### src/rtl/cacs_pkg.sv
// shared constants for the converter alarm and contactor sequencer
//
// Contract
// forced stop input low enters forced stop
// forced stop drops contactor, warns, servo off
// forced stop input high clears forced stop
// fault-ok low on power loss or trip
// fault-ok high 1.5 s after power-on
// warning output follows warning condition
// drive start command energizes contactor coil
// select zero disables converter contactor drive
// converter alarm drops contactor, stops drive
// converter alarm cleared by drive request
// alarm stays latched while cause present
// drive alarm shuts off power stage gating
// drive alarm activates fitted dynamic brake
// drive alarm cleared by error/processor reset
// main power only after start-up, no alarms
// disabled drive: alarm gives servo-off only
// external sequence removes power on alarm
// clear converter, then drive, then reset
// drive alarm cancelled before error reset
// external power reapplied only without alarm
// forced stop input high releases warning
// one clock, power-on reset, parameter delay
package cacs_pkg;

  // timing of the fault-ok delay after power-on
  localparam int unsigned CLK_HZ            = 125_000_000;
  localparam int unsigned FAULT_OK_DELAY_MS = 1500;
  localparam int unsigned FAULT_OK_CYCLES   = (CLK_HZ / 1000) * FAULT_OK_DELAY_MS;
  localparam int unsigned CNT_W             = 28;

  // contactor control select value that disables the converter drive
  localparam logic [1:0] CTRL_SEL_DISABLED  = 2'h0;

  // drive start-up time after reset, in cycles
  localparam logic [3:0] STARTUP_CYCLES     = 4'hf;

  // wishbone register map of the drive end
  localparam logic [3:0] ADR_CTRL           = 4'h0;
  localparam logic [3:0] ADR_STATUS         = 4'h4;

  // control register fields
  localparam int unsigned CTRL_START_BIT    = 0;
  localparam int unsigned CTRL_SERVO_BIT    = 1;
  localparam int unsigned CTRL_ERR_RST_BIT  = 2;
  localparam int unsigned CTRL_CPU_RST_BIT  = 3;
  localparam int unsigned CTRL_DB_FIT_BIT   = 4;

  // status register fields
  localparam int unsigned ST_DRV_ALM_BIT    = 0;
  localparam int unsigned ST_CONV_ALM_BIT   = 1;
  localparam int unsigned ST_MPO_WARN_BIT   = 2;
  localparam int unsigned ST_GATE_BIT       = 3;
  localparam int unsigned ST_MAIN_PWR_BIT   = 4;
  localparam int unsigned ST_NEED_RST_BIT   = 5;
  localparam int unsigned ST_READY_BIT      = 6;
  localparam int unsigned ST_MC_EN_BIT      = 7;

endpackage : cacs_pkg

### src/rtl/cacs_link_if.sv
// link between the converter end and the drive end
`timescale 1ns/1ps
interface cacs_link_if;
  logic start_req;      // drive start-up done and start asked
  logic drive_alarm;    // drive holds an alarm
  logic alarm_clear;    // one-cycle clear request for converter alarm
  logic conv_alarm;     // converter holds an alarm
  logic mpo_warn;       // main power off warning to drive
  logic servo_off_req;  // converter forces servo-on inactive
  logic main_power_on;  // converter contactor coil energized
  logic mc_drive_en;    // converter contactor drive enabled

  modport conv (
    input  start_req, drive_alarm, alarm_clear,
    output conv_alarm, mpo_warn, servo_off_req, main_power_on, mc_drive_en
  );

  modport drive (
    output start_req, drive_alarm, alarm_clear,
    input  conv_alarm, mpo_warn, servo_off_req, main_power_on, mc_drive_en
  );
endinterface : cacs_link_if

### src/rtl/cacs_drive.sv
// drive end: drive alarm, power stage gating, brake, external contactor, wishbone registers
`timescale 1ns/1ps
module cacs_drive (
  input  wire logic        clk_i,
  input  wire logic        rst_i,
  cacs_link_if.drive       link,
  input  wire logic        drive_fault_i,      // pin, drive protective condition
  input  wire logic        cyc_i,
  input  wire logic        stb_i,
  input  wire logic        we_i,
  input  wire logic [3:0]  adr_i,
  input  wire logic [3:0]  sel_i,
  input  wire logic [31:0] dat_i,
  output logic [31:0]      dat_o,
  output logic             ack_o,
  output logic             gate_en_o,          // power stage gating enable
  output logic             dyn_brake_o,        // external dynamic brake on
  output logic             ext_contactor_o     // external sequence contactor
);
  import cacs_pkg::*;

  typedef struct packed {
    logic        flt_meta;
    logic        flt_sync;
    logic [3:0]  startup;
    logic        ready;
    logic        start;
    logic        servo_cmd;
    logic        db_fitted;
    logic        drv_alarm;
    logic        need_rst;
    logic        clear;
    logic        gate;
    logic        brake;
    logic        ext_mc;
    logic        ack;
    logic [31:0] rdata;
  } cacs_drive_state_type;

  localparam cacs_drive_state_type DRV_RST = '{
    flt_meta: 1'b0, flt_sync: 1'b0, startup: '0, ready: 1'b0, start: 1'b0,
    servo_cmd: 1'b0, db_fitted: 1'b0, drv_alarm: 1'b0, need_rst: 1'b0,
    clear: 1'b0, gate: 1'b0, brake: 1'b0, ext_mc: 1'b0, ack: 1'b0, rdata: '0
  };

  cacs_drive_state_type st_ff;
  cacs_drive_state_type nxt_st;

  logic wr_ctrl;
  logic rst_cmd;
  logic any_alarm;

  // a write is taken in the cycle ack is raised; byte lane 0 holds all fields
  assign wr_ctrl   = cyc_i && stb_i && !st_ff.ack && we_i && (adr_i == ADR_CTRL) && sel_i[0];
  assign rst_cmd   = wr_ctrl && (dat_i[CTRL_ERR_RST_BIT] || dat_i[CTRL_CPU_RST_BIT]);
  assign any_alarm = st_ff.drv_alarm || link.conv_alarm;

  always_comb begin
    nxt_st = st_ff;
    nxt_st.flt_meta = drive_fault_i;
    nxt_st.flt_sync = st_ff.flt_meta;

    // start-up delay before the drive may ask for main power
    if (st_ff.startup != STARTUP_CYCLES) begin
      nxt_st.startup = st_ff.startup + 1'b1;
    end else begin
      nxt_st.ready = 1'b1;
    end

    // control register; reset commands are pulses, not stored
    if (wr_ctrl) begin
      nxt_st.start     = dat_i[CTRL_START_BIT];
      nxt_st.servo_cmd = dat_i[CTRL_SERVO_BIT];
      nxt_st.db_fitted = dat_i[CTRL_DB_FIT_BIT];
    end

    // drive alarm latched while its cause stands; set wins over a reset command
    if (st_ff.flt_sync) begin
      nxt_st.drv_alarm = 1'b1;
    end else if (rst_cmd) begin
      nxt_st.drv_alarm = 1'b0;
    end

    // servo stays off after any alarm until a reset issued with alarms cancelled
    if (st_ff.flt_sync || link.conv_alarm) begin
      nxt_st.need_rst = 1'b1;
    end else if (rst_cmd && !st_ff.drv_alarm) begin
      nxt_st.need_rst = 1'b0;
    end

    // the reset command also requests the converter to clear its alarm
    nxt_st.clear = rst_cmd;

    // gating off on alarm so the motor coasts; brake only if fitted
    nxt_st.gate  = st_ff.servo_cmd && !st_ff.drv_alarm && !st_ff.need_rst
                   && !link.servo_off_req && !link.mpo_warn;
    nxt_st.brake = st_ff.db_fitted && st_ff.drv_alarm;

    // external contactor used only when converter drive is disabled
    nxt_st.ext_mc = !link.mc_drive_en && st_ff.start && !any_alarm;

    // classic wishbone: ack one cycle after the request, dropped next cycle
    nxt_st.ack   = cyc_i && stb_i && !st_ff.ack;
    nxt_st.rdata = '0;
    if (cyc_i && stb_i && !st_ff.ack && !we_i) begin
      if (adr_i == ADR_CTRL) begin
        nxt_st.rdata[CTRL_START_BIT]  = st_ff.start;
        nxt_st.rdata[CTRL_SERVO_BIT]  = st_ff.servo_cmd;
        nxt_st.rdata[CTRL_DB_FIT_BIT] = st_ff.db_fitted;
      end else if (adr_i == ADR_STATUS) begin
        nxt_st.rdata[ST_DRV_ALM_BIT]  = st_ff.drv_alarm;
        nxt_st.rdata[ST_CONV_ALM_BIT] = link.conv_alarm;
        nxt_st.rdata[ST_MPO_WARN_BIT] = link.mpo_warn;
        nxt_st.rdata[ST_GATE_BIT]     = st_ff.gate;
        nxt_st.rdata[ST_MAIN_PWR_BIT] = link.main_power_on || st_ff.ext_mc;
        nxt_st.rdata[ST_NEED_RST_BIT] = st_ff.need_rst;
        nxt_st.rdata[ST_READY_BIT]    = st_ff.ready;
        nxt_st.rdata[ST_MC_EN_BIT]    = link.mc_drive_en;
      end
    end
  end

  always_ff @(posedge clk_i) begin
    if (rst_i) begin
      st_ff <= DRV_RST;
    end else begin
      st_ff <= nxt_st;
    end
  end

  // start request only after start-up completes
  assign link.start_req   = st_ff.start && st_ff.ready;
  assign link.drive_alarm = st_ff.drv_alarm;
  assign link.alarm_clear = st_ff.clear;

  assign dat_o           = st_ff.rdata;
  assign ack_o           = st_ff.ack;
  assign gate_en_o       = st_ff.gate;
  assign dyn_brake_o     = st_ff.brake;
  assign ext_contactor_o = st_ff.ext_mc;

endmodule : cacs_drive

### src/flat_wrapper.sv
// flat-port wrapper written by rule: the top's interface ports become plain ports
module cacs_drive_flat import cacs_pkg::*;
  (clk_i, rst_i, drive_fault_i, cyc_i, stb_i, we_i, adr_i, sel_i, dat_i, dat_o, ack_o, gate_en_o, dyn_brake_o, ext_contactor_o, link_start_req, link_drive_alarm, link_alarm_clear, link_conv_alarm, link_mpo_warn, link_servo_off_req, link_main_power_on, link_mc_drive_en);
  cacs_link_if link_i ();
  input  wire logic clk_i;
  input  wire logic rst_i;
  input  wire logic drive_fault_i;
  input  wire logic cyc_i;
  input  wire logic stb_i;
  input  wire logic we_i;
  input  wire logic [3:0] adr_i;
  input  wire logic [3:0] sel_i;
  input  wire logic [31:0] dat_i;
  output logic [31:0] dat_o;
  output logic ack_o;
  output logic gate_en_o;
  output logic dyn_brake_o;
  output logic ext_contactor_o;
  output wire logic [$bits(link_i.start_req)-1:0] link_start_req;
  output wire logic [$bits(link_i.drive_alarm)-1:0] link_drive_alarm;
  output wire logic [$bits(link_i.alarm_clear)-1:0] link_alarm_clear;
  input wire logic [$bits(link_i.conv_alarm)-1:0] link_conv_alarm;
  input wire logic [$bits(link_i.mpo_warn)-1:0] link_mpo_warn;
  input wire logic [$bits(link_i.servo_off_req)-1:0] link_servo_off_req;
  input wire logic [$bits(link_i.main_power_on)-1:0] link_main_power_on;
  input wire logic [$bits(link_i.mc_drive_en)-1:0] link_mc_drive_en;
  assign link_start_req = link_i.start_req;
  assign link_drive_alarm = link_i.drive_alarm;
  assign link_alarm_clear = link_i.alarm_clear;
  assign link_i.conv_alarm = link_conv_alarm;
  assign link_i.mpo_warn = link_mpo_warn;
  assign link_i.servo_off_req = link_servo_off_req;
  assign link_i.main_power_on = link_main_power_on;
  assign link_i.mc_drive_en = link_mc_drive_en;
  cacs_drive u_core (.clk_i(clk_i), .rst_i(rst_i), .link(link_i), .drive_fault_i(drive_fault_i), .cyc_i(cyc_i), .stb_i(stb_i), .we_i(we_i), .adr_i(adr_i), .sel_i(sel_i), .dat_i(dat_i), .dat_o(dat_o), .ack_o(ack_o), .gate_en_o(gate_en_o), .dyn_brake_o(dyn_brake_o), .ext_contactor_o(ext_contactor_o));
endmodule
### config.mk
export PLATFORM = sky130hd
export DESIGN_NAME = cacs_drive_flat
export DESIGN_NICKNAME = d
export VERILOG_FILES = /design/src/rtl/cacs_pkg.sv /design/src/rtl/cacs_link_if.sv /design/src/rtl/cacs_drive.sv /design/src/flat_wrapper.sv
export SDC_FILE = /design/constraint.sdc
export NUM_CORES = 1
export LEC_CHECK = 0
export CAP_MARGIN = 25
export CORE_UTILIZATION = 45
export DETAILED_ROUTE_END_ITERATION = 16
export DONT_BUFFER_PORTS = 1
export SYNTH_ARGS = -nofsm -noshare
export SYNTH_HDL_FRONTEND = slang
export SYNTH_SLANG_ARGS = --single-unit
### constraint.sdc
create_clock -name clk_i -period 1.5 [get_ports clk_i]
set_input_delay 0.225 -clock clk_i [delete_from_list [all_inputs] [get_ports clk_i]]
set_output_delay 0.225 -clock clk_i [all_outputs]
set_load 0.03 [all_outputs]
-- Word-level counts from Yosys, hierarchy flattened
Cells that the tools add are included.
- bits in latches: 0
- RAM bits: 0
- ROM bits: 0
- register bits: 49
- memories: 0
- logic and storage cells: 62
- bits of input ports: 51
- reductions and logical operators: 33
- div/mod/pow operators: 0
- bitwise logic cells: 2
- $add $sub $neg: 1
- muxes and demuxes: 7
- order comparisons: 0
- shift operators: 0
- multipliers: 0
- equality and inequality tests: 2
- operators by type and width (cell ; number):
    1-bit logical AND ; 16
    1-bit logical NOT ; 8
    8-bit two-way mux ; 1
    1-bit two-way mux ; 5
    4-bit by 1-bit adder with 4-bit output (second input constant) ; 1
    4-bit by 3-bit equality test with 1-bit output (second input constant) ; 1
    4-bit logical NOT ; 1
    1-bit logical OR ; 4
    4-bit != test (second input constant) ; 1
    2-bit nonzero test ; 2
    4-bit OR reduction ; 1
    2-bit two-way mux ; 1
    1-bit NOT ; 2
    2-bit OR reduction ; 1

-- Depth between registers and ports, before layout
Gate-level depths: netlist of run 1.
- depth in word-level cells: 9
- mapped depth: 5
- mapped depth without buffers: 4

-- Worst setup path before layout of run 1
Ideal clock, no wire load.
- kind: register -> register
- start: register u_core.st_ff (netlist bit u_core.ack_o)
- end: register u_core.st_ff (netlist bit u_core.link.alarm_clear)
- path buffers: 1
- data required time: 1379 ps
- data arrival time: 1128 ps
- setup slack: 251 ps
- cell stages (with the launch flop): 5
- cells stage by stage: dfxtp_1 -> and3b_1 -> and3_1 -> buf_6 -> nor3b_2
- longest elaborated chain between the ends: 6
- ends and longest elaborated chain (element ; line ; source):
    start: declaration ; cacs_drive.sv:46 ; cacs_drive_state_type st_ff;
    start signal: assignment ; cacs_drive.sv:127 ; st_ff <= nxt_st;
    1-bit logical NOT ; cacs_drive.sv:54 ; assign wr_ctrl = cyc_i && stb_i && !st_ff.ack && we_i && (adr_i == ADR_CTRL) && sel_i[0];
    1-bit logical AND (4 in series) ; cacs_drive.sv:54 ;
    1-bit logical AND ; cacs_drive.sv:55 ; assign rst_cmd = wr_ctrl && (dat_i[CTRL_ERR_RST_BIT] || dat_i[CTRL_CPU_RST_BIT]);
Every way passes these cells.
A chain may end at the register's enable or synchronous reset.

-- Final worst setup path of run 1
- start: register u_core.st_ff[41] (netlist name)
- end: output port link_start_req
- longest elaborated chain between the ends: 1
- ends and longest elaborated chain (element ; line ; source):
    1-bit logical AND ; cacs_drive.sv:132 ; assign link.start_req = st_ff.start && st_ff.ready;
    end: declaration ; flat_wrapper.sv:19 ; output wire logic [$bits(link_i.start_req)-1:0] link_start_req;
Every way passes these cells.

==> out/summary.log, run 1 <==
qor: run_status.run_status finished with violations
qor: run_status.violated_checks DRC
qor: setup_path.capturing_element_of_the_worst_setup_path link_start_req
qor: clock_network.clockRootBuffer clkbuf_4
qor: setup_path.worst-endpoint-required 1.27 ns
qor: layout.fillerInstances 250
qor: route.post_drt_via_cell_ratio 4.62
qor: clock_network.clk-insertion-delay-late 0.32 ns
qor: layout.most_used_cells_in_the_layout_excluding_fill_and_tap_cells 25 x dfxtp_1, 24 x conb_1, 18 x nor2_1, 6 x mux2i_1, 6 x nand2b_1
qor: setup_path.worst_path_fanout_max 4
qor: floorplanning.floorplan.core_area 2480 sq um
qor: clock_network.cts_hold_buf 5
qor: floorplanning.std_cell_rows 18
qor: logic_synthesis.area_fraction_of_the_dominant_cell_type_after_synthesis 0.428
qor: timing.timing.final.setup_violations 0
qor: grt.antenna_found_initial 0
qor: place.place.detailed.hpwl 1210 um
qor: setup_path.worst_r2r_path_depth 3
qor: clock_network.cts_buffers 3
qor: grt.grt_start_max_net_pins 16
qor: layout.area_delta_synth_final -4.17%
qor: timing.layout_worst_path_cycle_share 0.843
qor: timing.fin_worst_skew 0.00738 ns
qor: logic_synthesis.ys_ff_latch 25
qor: route.via_count 725
qor: setup_path.critical-path-slowest-cell dfxtp_1
qor: clock_network.clk_pin_slew 0.14 ns
qor: setup_path.worstReg2RegEnd u_core.st_ff[40]
qor: place.placedInstanceArea 1040 sq um
qor: layout.final_stage_net_count 180
qor: floorplanning.floorplan.die_area 2810 sq um
qor: setup_path.worstSetupStartpointType register
qor: clock_network.cts_buffer_depth 2
qor: route.first_pass_iters 10
qor: setup_path.worstSetupEndpointType output port
qor: grt.grt_pass1_vias 559
qor: setup_path.sequence_of_cells_on_the_critical_path and2_1
qor: setup_path.timing.critical_path.arrival 1.04 ns
qor: logic_synthesis.portion_of_the_post_synthesis_area_used_by_sequential_elements 0.428
qor: clock_network.postCtsSetupRepairBufs 0
qor: route.totalWireLength 1670 um
qor: power.p_leak 0.481 nW
qor: logic_synthesis.postSynthCellCount 129
qor: timing.timing.setup.tns 0 ns
qor: floorplanning.die-height 53.0 um
qor: timing.hold_ws 0.0268 ns
qor: clock_network.clkSinkCount 25
qor: layout.drive_above_1_share 0.0787
qor: floorplanning.fp.dieW 53.0 um
qor: worst_hold_path.min_path_type in2reg
qor: timing.finalMaxSlewViolations 0
qor: grt.gr-usage-all-layers 0.123
qor: setup_path.cp_top_family flip-flops
qor: place.gp_routability_congestion 0.691
qor: power.worst_ir_drop_vdd 0.571 mV
qor: logic_synthesis.yosysWarningCount 0
qor: clock_network.htree_levels 1
qor: route.detail_route.wl_per_cell 10.6 um
qor: route.detail-route-antenna-nets 0
qor: grt.grt_overflow_total 0
qor: timing.fmax 791 MHz
qor: logic_synthesis.netlist_top_cells_area dfxtp_1 43%, buf_4 21%, nor2_1 5.8%
qor: timing.final-hold-violation-count 0
qor: logic_synthesis.synth_top_cell_by_area dfxtp_1
qor: setup_path.crit_path_max_incr_delay 0.40 ns
qor: setup_path.critPathKind reg2out
qor: grt.grt_pass1_wl 2550 um
qor: place.port-buffer-count 0
qor: run.max-cap-violations 0
qor: floorplanning.io_pins 90
qor: setup_path.r2r_setup_slack 0.28 ns
qor: logic_synthesis.synth.lib_cells_used.distinct 29
qor: setup_path.cp-startpoint u_core.st_ff[41]
qor: clock_network.post_cts.resized_instances 0
qor: logic_synthesis.cell_area_after_synthesis 1170 sq um
qor: layout.finalInstanceArea 1120 sq um
qor: timing.rsz0062_at_grt no
qor: floorplanning.start_util 0.472
qor: layout.commonest_non_fill_non_tap_cell_in_the_layout dfxtp_1
qor: clock_network.tritoncts built
qor: layout.final_core_utilization 0.453
qor: power.total_power_divided_by_cell_area 1020 nW/um^2
qor: setup_path.critical_path_depth_in_cells 1
qor: route.drt_iter0_markers 8
qor: layout.num_antenna_cells 0
qor: route.drcViolationCount 1
qor: timing.layout_min_cycle_time 1.26 ns
qor: logic_synthesis.syn_avg_cell_area 9.07 sq um
qor: setup_path.regToRegStartpoint u_core.ack_o
qor: setup_path.cp_num_buf_inv 0
layout make-up:
type,count,area (sq um),area share
flip-flops and latches,25,500,0.446
multi-input cells,86,469,0.419
repair buffers,7,65.1,0.0580
well taps,30,37.5,0.0335
clock buffers,3,22.5,0.0201
inverters,5,18.8,0.0167
clock inverters,1,7.51,0.00670
per-stage QoR:
step / power, mW / instances / worst slack (ns)
final: 1.14 / 157 / 0.236
after global routing: 1.19 / 157 / 0.167
after CTS: 1.15 / 157 / 0.215
after detailed placement: 0.840 / 148 / 0.327
after global placement: 0.838 / 148 / 0.338
after floorplan: 0.887 / 152 / 0.251
worst min path at each step:
stage,from,cells past startpoint,slack (ns),to
floorplan,link_conv_alarm,1,0.30,u_core.ext_contactor_o
global placement,rst_i,1,0.29,u_core.link.drive_alarm
detailed placement,rst_i,1,0.29,u_core.link.drive_alarm
CTS,drive_fault_i,1,0.02,u_core.nxt_st[47]
global route,drive_fault_i,1,0.02,u_core.nxt_st[47]
finish,drive_fault_i,1,0.03,u_core.nxt_st[47]
sequential cells by signal, summed over array words and instances, names as in the netlist:
signal / flops
u_core.st_ff: 10
u_core.ext_contactor_o: 1
u_core.link.alarm_clear: 1
u_core.ack_o: 1
u_core.dyn_brake_o: 1
u_core.dat_o: 8
u_core.nxt_st: 1
u_core.gate_en_o: 1
u_core.link.drive_alarm: 1
logic make-up after synthesis:
group | share of synthesized area
compound gates | 0.0310
mux | 0.0513
other cells | 0.00321
fa+ha+maj | 0.0107
xor+xnor | 0.00749
buf+inv | 0.245
flops | 0.428
simple gates | 0.224
layer usage:
metal	up-vias	global-route usage	wire length (um)
met5	-	0	0
met4	0	0.0526	17
met3	2	0.0172	150
met2	47	0.209	781
met1	322	0.154	718
li1	354	-	-
power by group:
group / total (mW) / internal, mW / switching (mW)
sequential: 0.691 / 0.679 / 0.0124
combinational: 0.151 / 0.0377 / 0.113
clock: 0.298 / 0.102 / 0.197
total: 1.14 / 0.818 / 0.322
Yosys cell counts:
| cell | instances |
|---|---|
| a21oi_1 | 2 |
| and3b_1 | 2 |
| and2_1 | 1 |
| buf_2 | 1 |
| buf_4 | 33 |
| buf_6 | 1 |
| nand2_1 | 2 |
| nor4_1 | 1 |
| nor4b_1 | 1 |
| nor2b_1 | 3 |
| nor2_1 | 18 |
| nor3_1 | 5 |
| nand4_1 | 1 |
| inv_1 | 5 |
| nand3_1 | 3 |
| a211oi_1 | 1 |
| nor3b_1 | 1 |
| a211oi_2 | 1 |
| xnor2_1 | 1 |
| conb_1 | 1 |
| or2_2 | 2 |
| nand2b_1 | 6 |
| dfxtp_1 | 25 |
| mux2i_1 | 6 |
| clkbuf_1 | 1 |
| ha_1 | 1 |
| nor3b_2 | 1 |
| a31oi_1 | 1 |
| and3_1 | 2 |
(Power assumes the default switching activity.)
==> run 2, diff against run 1 <==
--- a/config.mk
+++ b/config.mk
@@ -5,6 +5,7 @@
 export SDC_FILE = /design/constraint.sdc
 export NUM_CORES = 1
 export LEC_CHECK = 0
+export ABC_AREA = 1
 export CAP_MARGIN = 25
 export CORE_UTILIZATION = 45
 export DETAILED_ROUTE_END_ITERATION = 16
==> constraint.sdc (replaced) <==
create_clock -name clk_i -period 1 [get_ports clk_i]
set_input_delay 0.15 -clock clk_i [delete_from_list [all_inputs] [get_ports clk_i]]
set_output_delay 0.15 -clock clk_i [all_outputs]
set_load 0.03 [all_outputs]
==> out/summary.log, run 2 <==
qor: run_status.run_status finished with violations
qor: run_status.violated_checks DRC, hold timing, setup timing
qor: layout.largest_register_ffs 10
qor: clock_network.htree_levels 1
qor: power.report.power.total 1.75 mW
qor: logic_synthesis.portion_of_the_post_synthesis_area_used_by_sequential_elements 0.430
qor: timing.hold_ws -0.124 ns
qor: timing.fin_worst_skew 0.000617 ns
qor: power.p_int 1.24 mW
qor: clock_network.clkSinkCount 25
qor: logic_synthesis.synth_top_cell_by_area dfxtp_1
qor: setup_path.critPathKind reg2reg
qor: logic_synthesis.syn_avg_cell_area 8.50 sq um
qor: layout.final_stage_net_count 199
qor: timing.layout_min_cycle_time 1.08 ns
qor: setup_path.timing.critical_path.arrival 1.31 ns
qor: setup_path.worstSetupEndpointType register
qor: floorplanning.io_pins 90
qor: timing.timing.setup.tns -0.697 ns
qor: worst_hold_path.min_path_type in2reg
qor: place.port-buffer-count 0
qor: timing.final-hold-violation-count 10
qor: logic_synthesis.netlist_top_cells_area dfxtp_1 43%, buf_4 21%, inv_1 6.1%
qor: layout.commonest_non_fill_non_tap_cell_in_the_layout conb_1
qor: logic_synthesis.synthFlopType dfxtp_1
qor: logic_synthesis.synth-edff-count 0
qor: setup_path.worst-endpoint-required 1.23 ns
qor: place.placedCellCount 163
qor: logic_synthesis.yosysMostFrequentCell buf_4
qor: floorplanning.floorplan.core_area 2450 sq um
qor: route.post_drt_via_cell_ratio 4.64
qor: layout.drive_above_1_share 0.322
qor: place.place.detailed.hpwl 1350 um
qor: floorplanning.std_cell_rows 18
qor: grt.antenna_found_initial 0
qor: logic_synthesis.cell_area_after_synthesis 1160 sq um
qor: route.via_count 817
qor: clock_network.tritoncts built
qor: clock_network.clk_pin_slew 0.13 ns
qor: logic_synthesis.postSynth.asyncResetShare 0
qor: place.gp_routability_congestion 0.770
qor: power.seq_power_share 0.592
qor: setup_path.worstSetupStartpointType register
qor: layout.num_antenna_cells 0
qor: layout.regMostFlops u_core.st_ff
qor: route.first_pass_iters 11
qor: timing.layout_worst_path_cycle_share 1.08
qor: run.max-cap-violations 0
qor: power.worst_ir_drop_vdd 0.774 mV
qor: logic_synthesis.netlist_top_cells_count 32 x buf_4, 25 x dfxtp_1, 19 x inv_1
qor: power.sw_frac_of_total 0.290
qor: route.detail_route.wl_per_cell 10.8 um
qor: clock_network.cts_buffers 3
qor: route.drcViolationCount 1
qor: layout.final-instance-count-excl-fill 176
qor: power.total_power_divided_by_cell_area 1350 nW/um^2
qor: route.drt_iter0_markers 11
qor: timing.timing.final.setup_violations 15
qor: timing.final.setup.worst_slack -0.0795 ns
qor: grt.grt_overflow_total 0
qor: setup_path.worst_path_fanout_max 4
qor: floorplanning.floorplan.die_area 2800 sq um
qor: layout.area_delta_synth_final 11.3%
qor: layout.fillerInstances 235
qor: timing.fmax 926 MHz
qor: place.pre_cts_ws -0.0705 ns
qor: floorplanning.start_util 0.475
qor: logic_synthesis.synth.lib_cells_used.distinct 24
qor: grt.grt_start_max_net_pins 16
qor: logic_synthesis.area_fraction_of_the_dominant_cell_type_after_synthesis 0.430
qor: route.detail-route-antenna-nets 0
qor: layout.multiInputGateArea 483 sq um
qor: layout.area.sequential 528 sq um
qor: route.totalWireLength 1900 um
qor: timing.rsz0062_at_grt yes
qor: logic_synthesis.postSynthCellCount 137
qor: power.comb_power_share 0.149
qor: power.pwr-share-clk 0.259
qor: logic_synthesis.yosysWarningCount 0
qor: floorplanning.fp.dieW 52.9 um
qor: timing.finalMaxSlewViolations 0
qor: floorplanning.die-height 52.9 um
qor: grt.grt_pass1_wl 2930 um
qor: grt.grt_pass1_vias 690
qor: clock_network.clockRootBuffer clkbuf_4
qor: clock_network.clk-insertion-delay-late 0.31 ns
qor: power.p_leak 0.565 nW
qor: clock_network.cts_buffer_depth 2
qor: layout.most_used_cells_in_the_layout_excluding_fill_and_tap_cells 24 x conb_1, 17 x inv_1, 16 x dfxtp_2, 12 x nor2_1, 8 x dlygate4sd3_1
qor: power.netSwitchingPower 507 uW
qor: grt.gr-usage-all-layers 0.150
qor: logic_synthesis.ys_ff_latch 25
==> run 2: area by class of cell <==
type / count / area share
sequential: 25 / 0.407
multi-input combinational: 83 / 0.373
timing repair buffer: 15 / 0.108
inverter: 19 / 0.0608
tap: 30 / 0.0290
clock buffer: 3 / 0.0174
clock inverter: 1 / 0.00483
==> run 2: final timing paths <==
path                      from                       to  slack, ns  depth (start not counted)
max               u_core.ack_o  u_core.link.drive_alarm      -0.08                          6
min                      rst_i         u_core.st_ff[41]      -0.12                          1
max reg2reg       u_core.ack_o  u_core.link.drive_alarm      -0.08                          6
min reg2reg  u_core.nxt_st[47]         u_core.st_ff[47]       0.41                          2
==> run 2: power groups by stage <==
stage	clock network, mW	registers (mW)	logic, mW
after floorplan	0	1.06	0.261
after global placement	0	1.05	0.217
after detailed placement	0	1.05	0.220
after CTS	0.467	1.03	0.244
after global routing	0.522	1.04	0.285
final	0.453	1.03	0.260
==> run 2: metrics by stage <==
step	hold WS [ns]	util	instance area [sq um]
after detailed placement	0.219	0.445	1090
final	-0.124	0.528	1300
after floorplan	0.227	-	1250
after global placement	0.216	0.445	1090
after global routing	-0.161	0.528	1300
after CTS	-0.135	0.491	1210
==> run 2: cells by family after synthesis <==
family	after synthesis	share of synthesized area
simple gates	39	0.188
buf+inv	52	0.272
other cells	1	0.00322
fa+ha+maj	1	0.0107
compound gates	19	0.0967
flops	25	0.430
==> run 2: critical path, cell delays in order, from the launching register on <==
cell,delay (ns)
dfxtp_4,0.38
inv_4,0.05
nand3_4,0.08
nor2_4,0.18
nand3_2,0.11
a21oi_2,0.15
nor2_1,0.04
==> run 2: what timing repair did <==
action | CTS | global route
endpoints found under the setup margin | 17 | 31
hold endpoints to repair | 16 | 12
hold buffers | 6 | 2
pin swaps | 1 | 3
buffers inserted | 0 | 1
resized for setup | 14 | 24
==> run 2: layer usage <==
metal	up-vias	routed length [um]	global-route usage
met5	-	0	0
met1	374	708	0.173
met2	44	1020	0.245
met4	0	6	0.0789
met3	2	163	0.0489
li1	397	-	-
==> run 3, diff against run 2 <==
--- a/config.mk
+++ b/config.mk
@@ -10,6 +10,8 @@
 export CORE_UTILIZATION = 45
 export DETAILED_ROUTE_END_ITERATION = 16
 export DONT_BUFFER_PORTS = 1
+export SETUP_SLACK_MARGIN = 0.2
 export SYNTH_ARGS = -nofsm -noshare
 export SYNTH_HDL_FRONTEND = slang
 export SYNTH_SLANG_ARGS = --single-unit
+export TNS_END_PERCENT = 1
==> out/summary.log, run 3 (synthesis results as in run 2) <==
qor: timing.layout_worst_path_cycle_share 1.05
qor: clock_network.clk_pin_slew 0.15 ns
qor: grt.grt_pass1_wl 3220 um
qor: power.worst_ir_drop_vdd 1.03 mV
qor: route.first_pass_iters 4
qor: power.total_power_divided_by_cell_area 1320 nW/um^2
qor: floorplanning.start_util 0.475
qor: clock_network.clkSinkCount 25
qor: route.totalWireLength 2020 um
qor: layout.final_core_utilization 0.550
qor: grt.gr-usage-all-layers 0.167
qor: setup_path.critPathKind reg2reg
qor: timing.tightest_pin_transition 0.502 ns
qor: floorplanning.floorplan.core_area 2450 sq um
qor: clock_network.cts_buffer_depth 2
qor: layout.finalInstanceArea 1350 sq um
qor: power.p_leak 0.560 nW
qor: floorplanning.floorplan.die_area 2800 sq um
qor: timing.final-hold-violation-count 1
qor: place.placedInstanceArea 1090 sq um
qor: grt.grt_start_max_net_pins 16
qor: timing.maxSlewHeadroom 0.664
qor: grt.grt_pass1_vias 721
qor: setup_path.timing.critical_path.arrival 1.33 ns
qor: route.via_count 826
qor: timing.timing.final.setup_violations 5
qor: worst_hold_path.min_path_type in2reg
qor: setup_path.regToRegStartpoint u_core.ack_o
qor: clock_network.tritoncts built
qor: layout.multiInputGateArea 503 sq um
qor: timing.finalMaxSlewViolations 0
qor: layout.area.sequential 536 sq um
qor: route.detail-route-antenna-nets 0
qor: floorplanning.std_cell_rows 18
qor: setup_path.worst_path_fanout_max 4
qor: run.max-cap-violations 0
qor: timing.rsz0062_at_grt yes
qor: timing.timing.setup.tns -0.175 ns
qor: setup_path.cp-startpoint u_core.ack_o
qor: timing.final.setup.worst_slack -0.0548 ns
qor: route.drt_iter0_markers 18
qor: setup_path.worstSetupStartpointType register
qor: run_status.violated_checks hold timing, setup timing
qor: route.post_drt_via_cell_ratio 4.64
qor: clock_network.cts_buffers 3
qor: worst_hold_path.worstHoldStart stb_i
qor: layout.final_stage_net_count 201
qor: floorplanning.die-height 52.9 um
qor: grt.grt_overflow_total 0
qor: grt.antenna_found_initial 0
qor: layout.most_used_cells_in_the_layout_excluding_fill_and_tap_cells 24 x conb_1, 17 x inv_1, 13 x dfxtp_2, 12 x nor2_1, 10 x dlygate4sd3_1
qor: clock_network.clk-insertion-delay-late 0.33 ns
qor: place.gp_routability_congestion 0.755
qor: timing.fmax 948 MHz
qor: floorplanning.io_pins 90
qor: layout.drive_above_1_share 0.345
qor: place.place.detailed.hpwl 1370 um
qor: layout.fillerInstances 242
qor: run_status.run_status finished with violations
qor: layout.commonest_non_fill_non_tap_cell_in_the_layout conb_1
qor: layout.largest_register_ffs 10
qor: power.report.power.total 1.78 mW
qor: timing.hold_ws -0.0169 ns
qor: timing.fin_worst_skew 0.0169 ns
qor: timing.layout_min_cycle_time 1.05 ns
qor: clock_network.htree_levels 1
qor: floorplanning.fp.dieW 52.9 um
qor: layout.num_antenna_cells 0
qor: layout.area_delta_synth_final 16.0%
qor: layout.regMostFlops u_core.st_ff
qor: setup_path.worst-endpoint-required 1.28 ns
qor: setup_path.worstSetupEndpointType register
qor: route.detail_route.wl_per_cell 11.4 um
qor: route.drcViolationCount 0
qor: place.port-buffer-count 0
qor: clock_network.clockRootBuffer clkbuf_4
run 3: cell count changes in the layout (fill, tap and decap cells not counted), moves of 2 or more:
cell / change
o21ai_2: +3
dlygate4sd3_1: +2
buf_4: -3
dfxtp_4: +3
o21ai_1: -2
dfxtp_2: -3
buf_6: +3
run 3: worst paths after layout:
path	cells past startpoint	end	slack (ns)
max reg2reg	5	u_core.dat_o[4]	-0.05
max	5	u_core.dat_o[4]	-0.05
min	2	u_core.ack_o	-0.02
min reg2reg	2	u_core.st_ff[47]	0.42
run 3: area by class of cell:
| cell class | instances | area share |
|---|---|---|
| Inverter | 19 | 0.0546 |
| Clock inverter | 1 | 0.00556 |
| Clock buffer | 3 | 0.0167 |
| Sequential cell | 25 | 0.396 |
| Tap cell | 30 | 0.0278 |
| Multi-Input combinational cell | 83 | 0.372 |
| Timing Repair Buffer | 17 | 0.127 |
run 3: what timing repair did:
item	CTS	global route
pin swaps	14	5
gates resized for setup	32	16
hold buffers	9	1
cloned	0	0
hold endpoints to repair	17	5
setup buffers	1	0
setup endpoints to repair	34	40
run 3: metrics by stage:
step,instances,setup slack (ns)
global route,178,-0.124
global placement,163,-0.0511
detailed placement,163,-0.110
floorplan,160,-0.00853
finish,178,-0.0548
CTS,177,-0.0666
run 3: critical path, stage by stage (launching register included):
cell	delay, ns
dfxtp_2	0.35
inv_2	0.06
nand3_4	0.08
nor3_4	0.24
nand2_1	0.14
o22ai_2	0.15
run 3: per-layer routing:
| metal | part of all wire | vias to the layer above | track usage |
|---|---|---|---|
| li1 | - | 402 | - |
| met2 | 0.49 | 47 | 0.276 |
| met5 | 0 | - | 0 |
| met1 | 0.41 | 367 | 0.185 |
| met3 | 0.074 | 10 | 0.0661 |
| met4 | 0.026 | 0 | 0.0789 |
run 3: power by group:
group          internal (mW)  leakage [nW]  switching [mW]
registers               1.01         0.213          0.0227
logic                 0.0815         0.333           0.207
clock network          0.153        0.0139           0.308
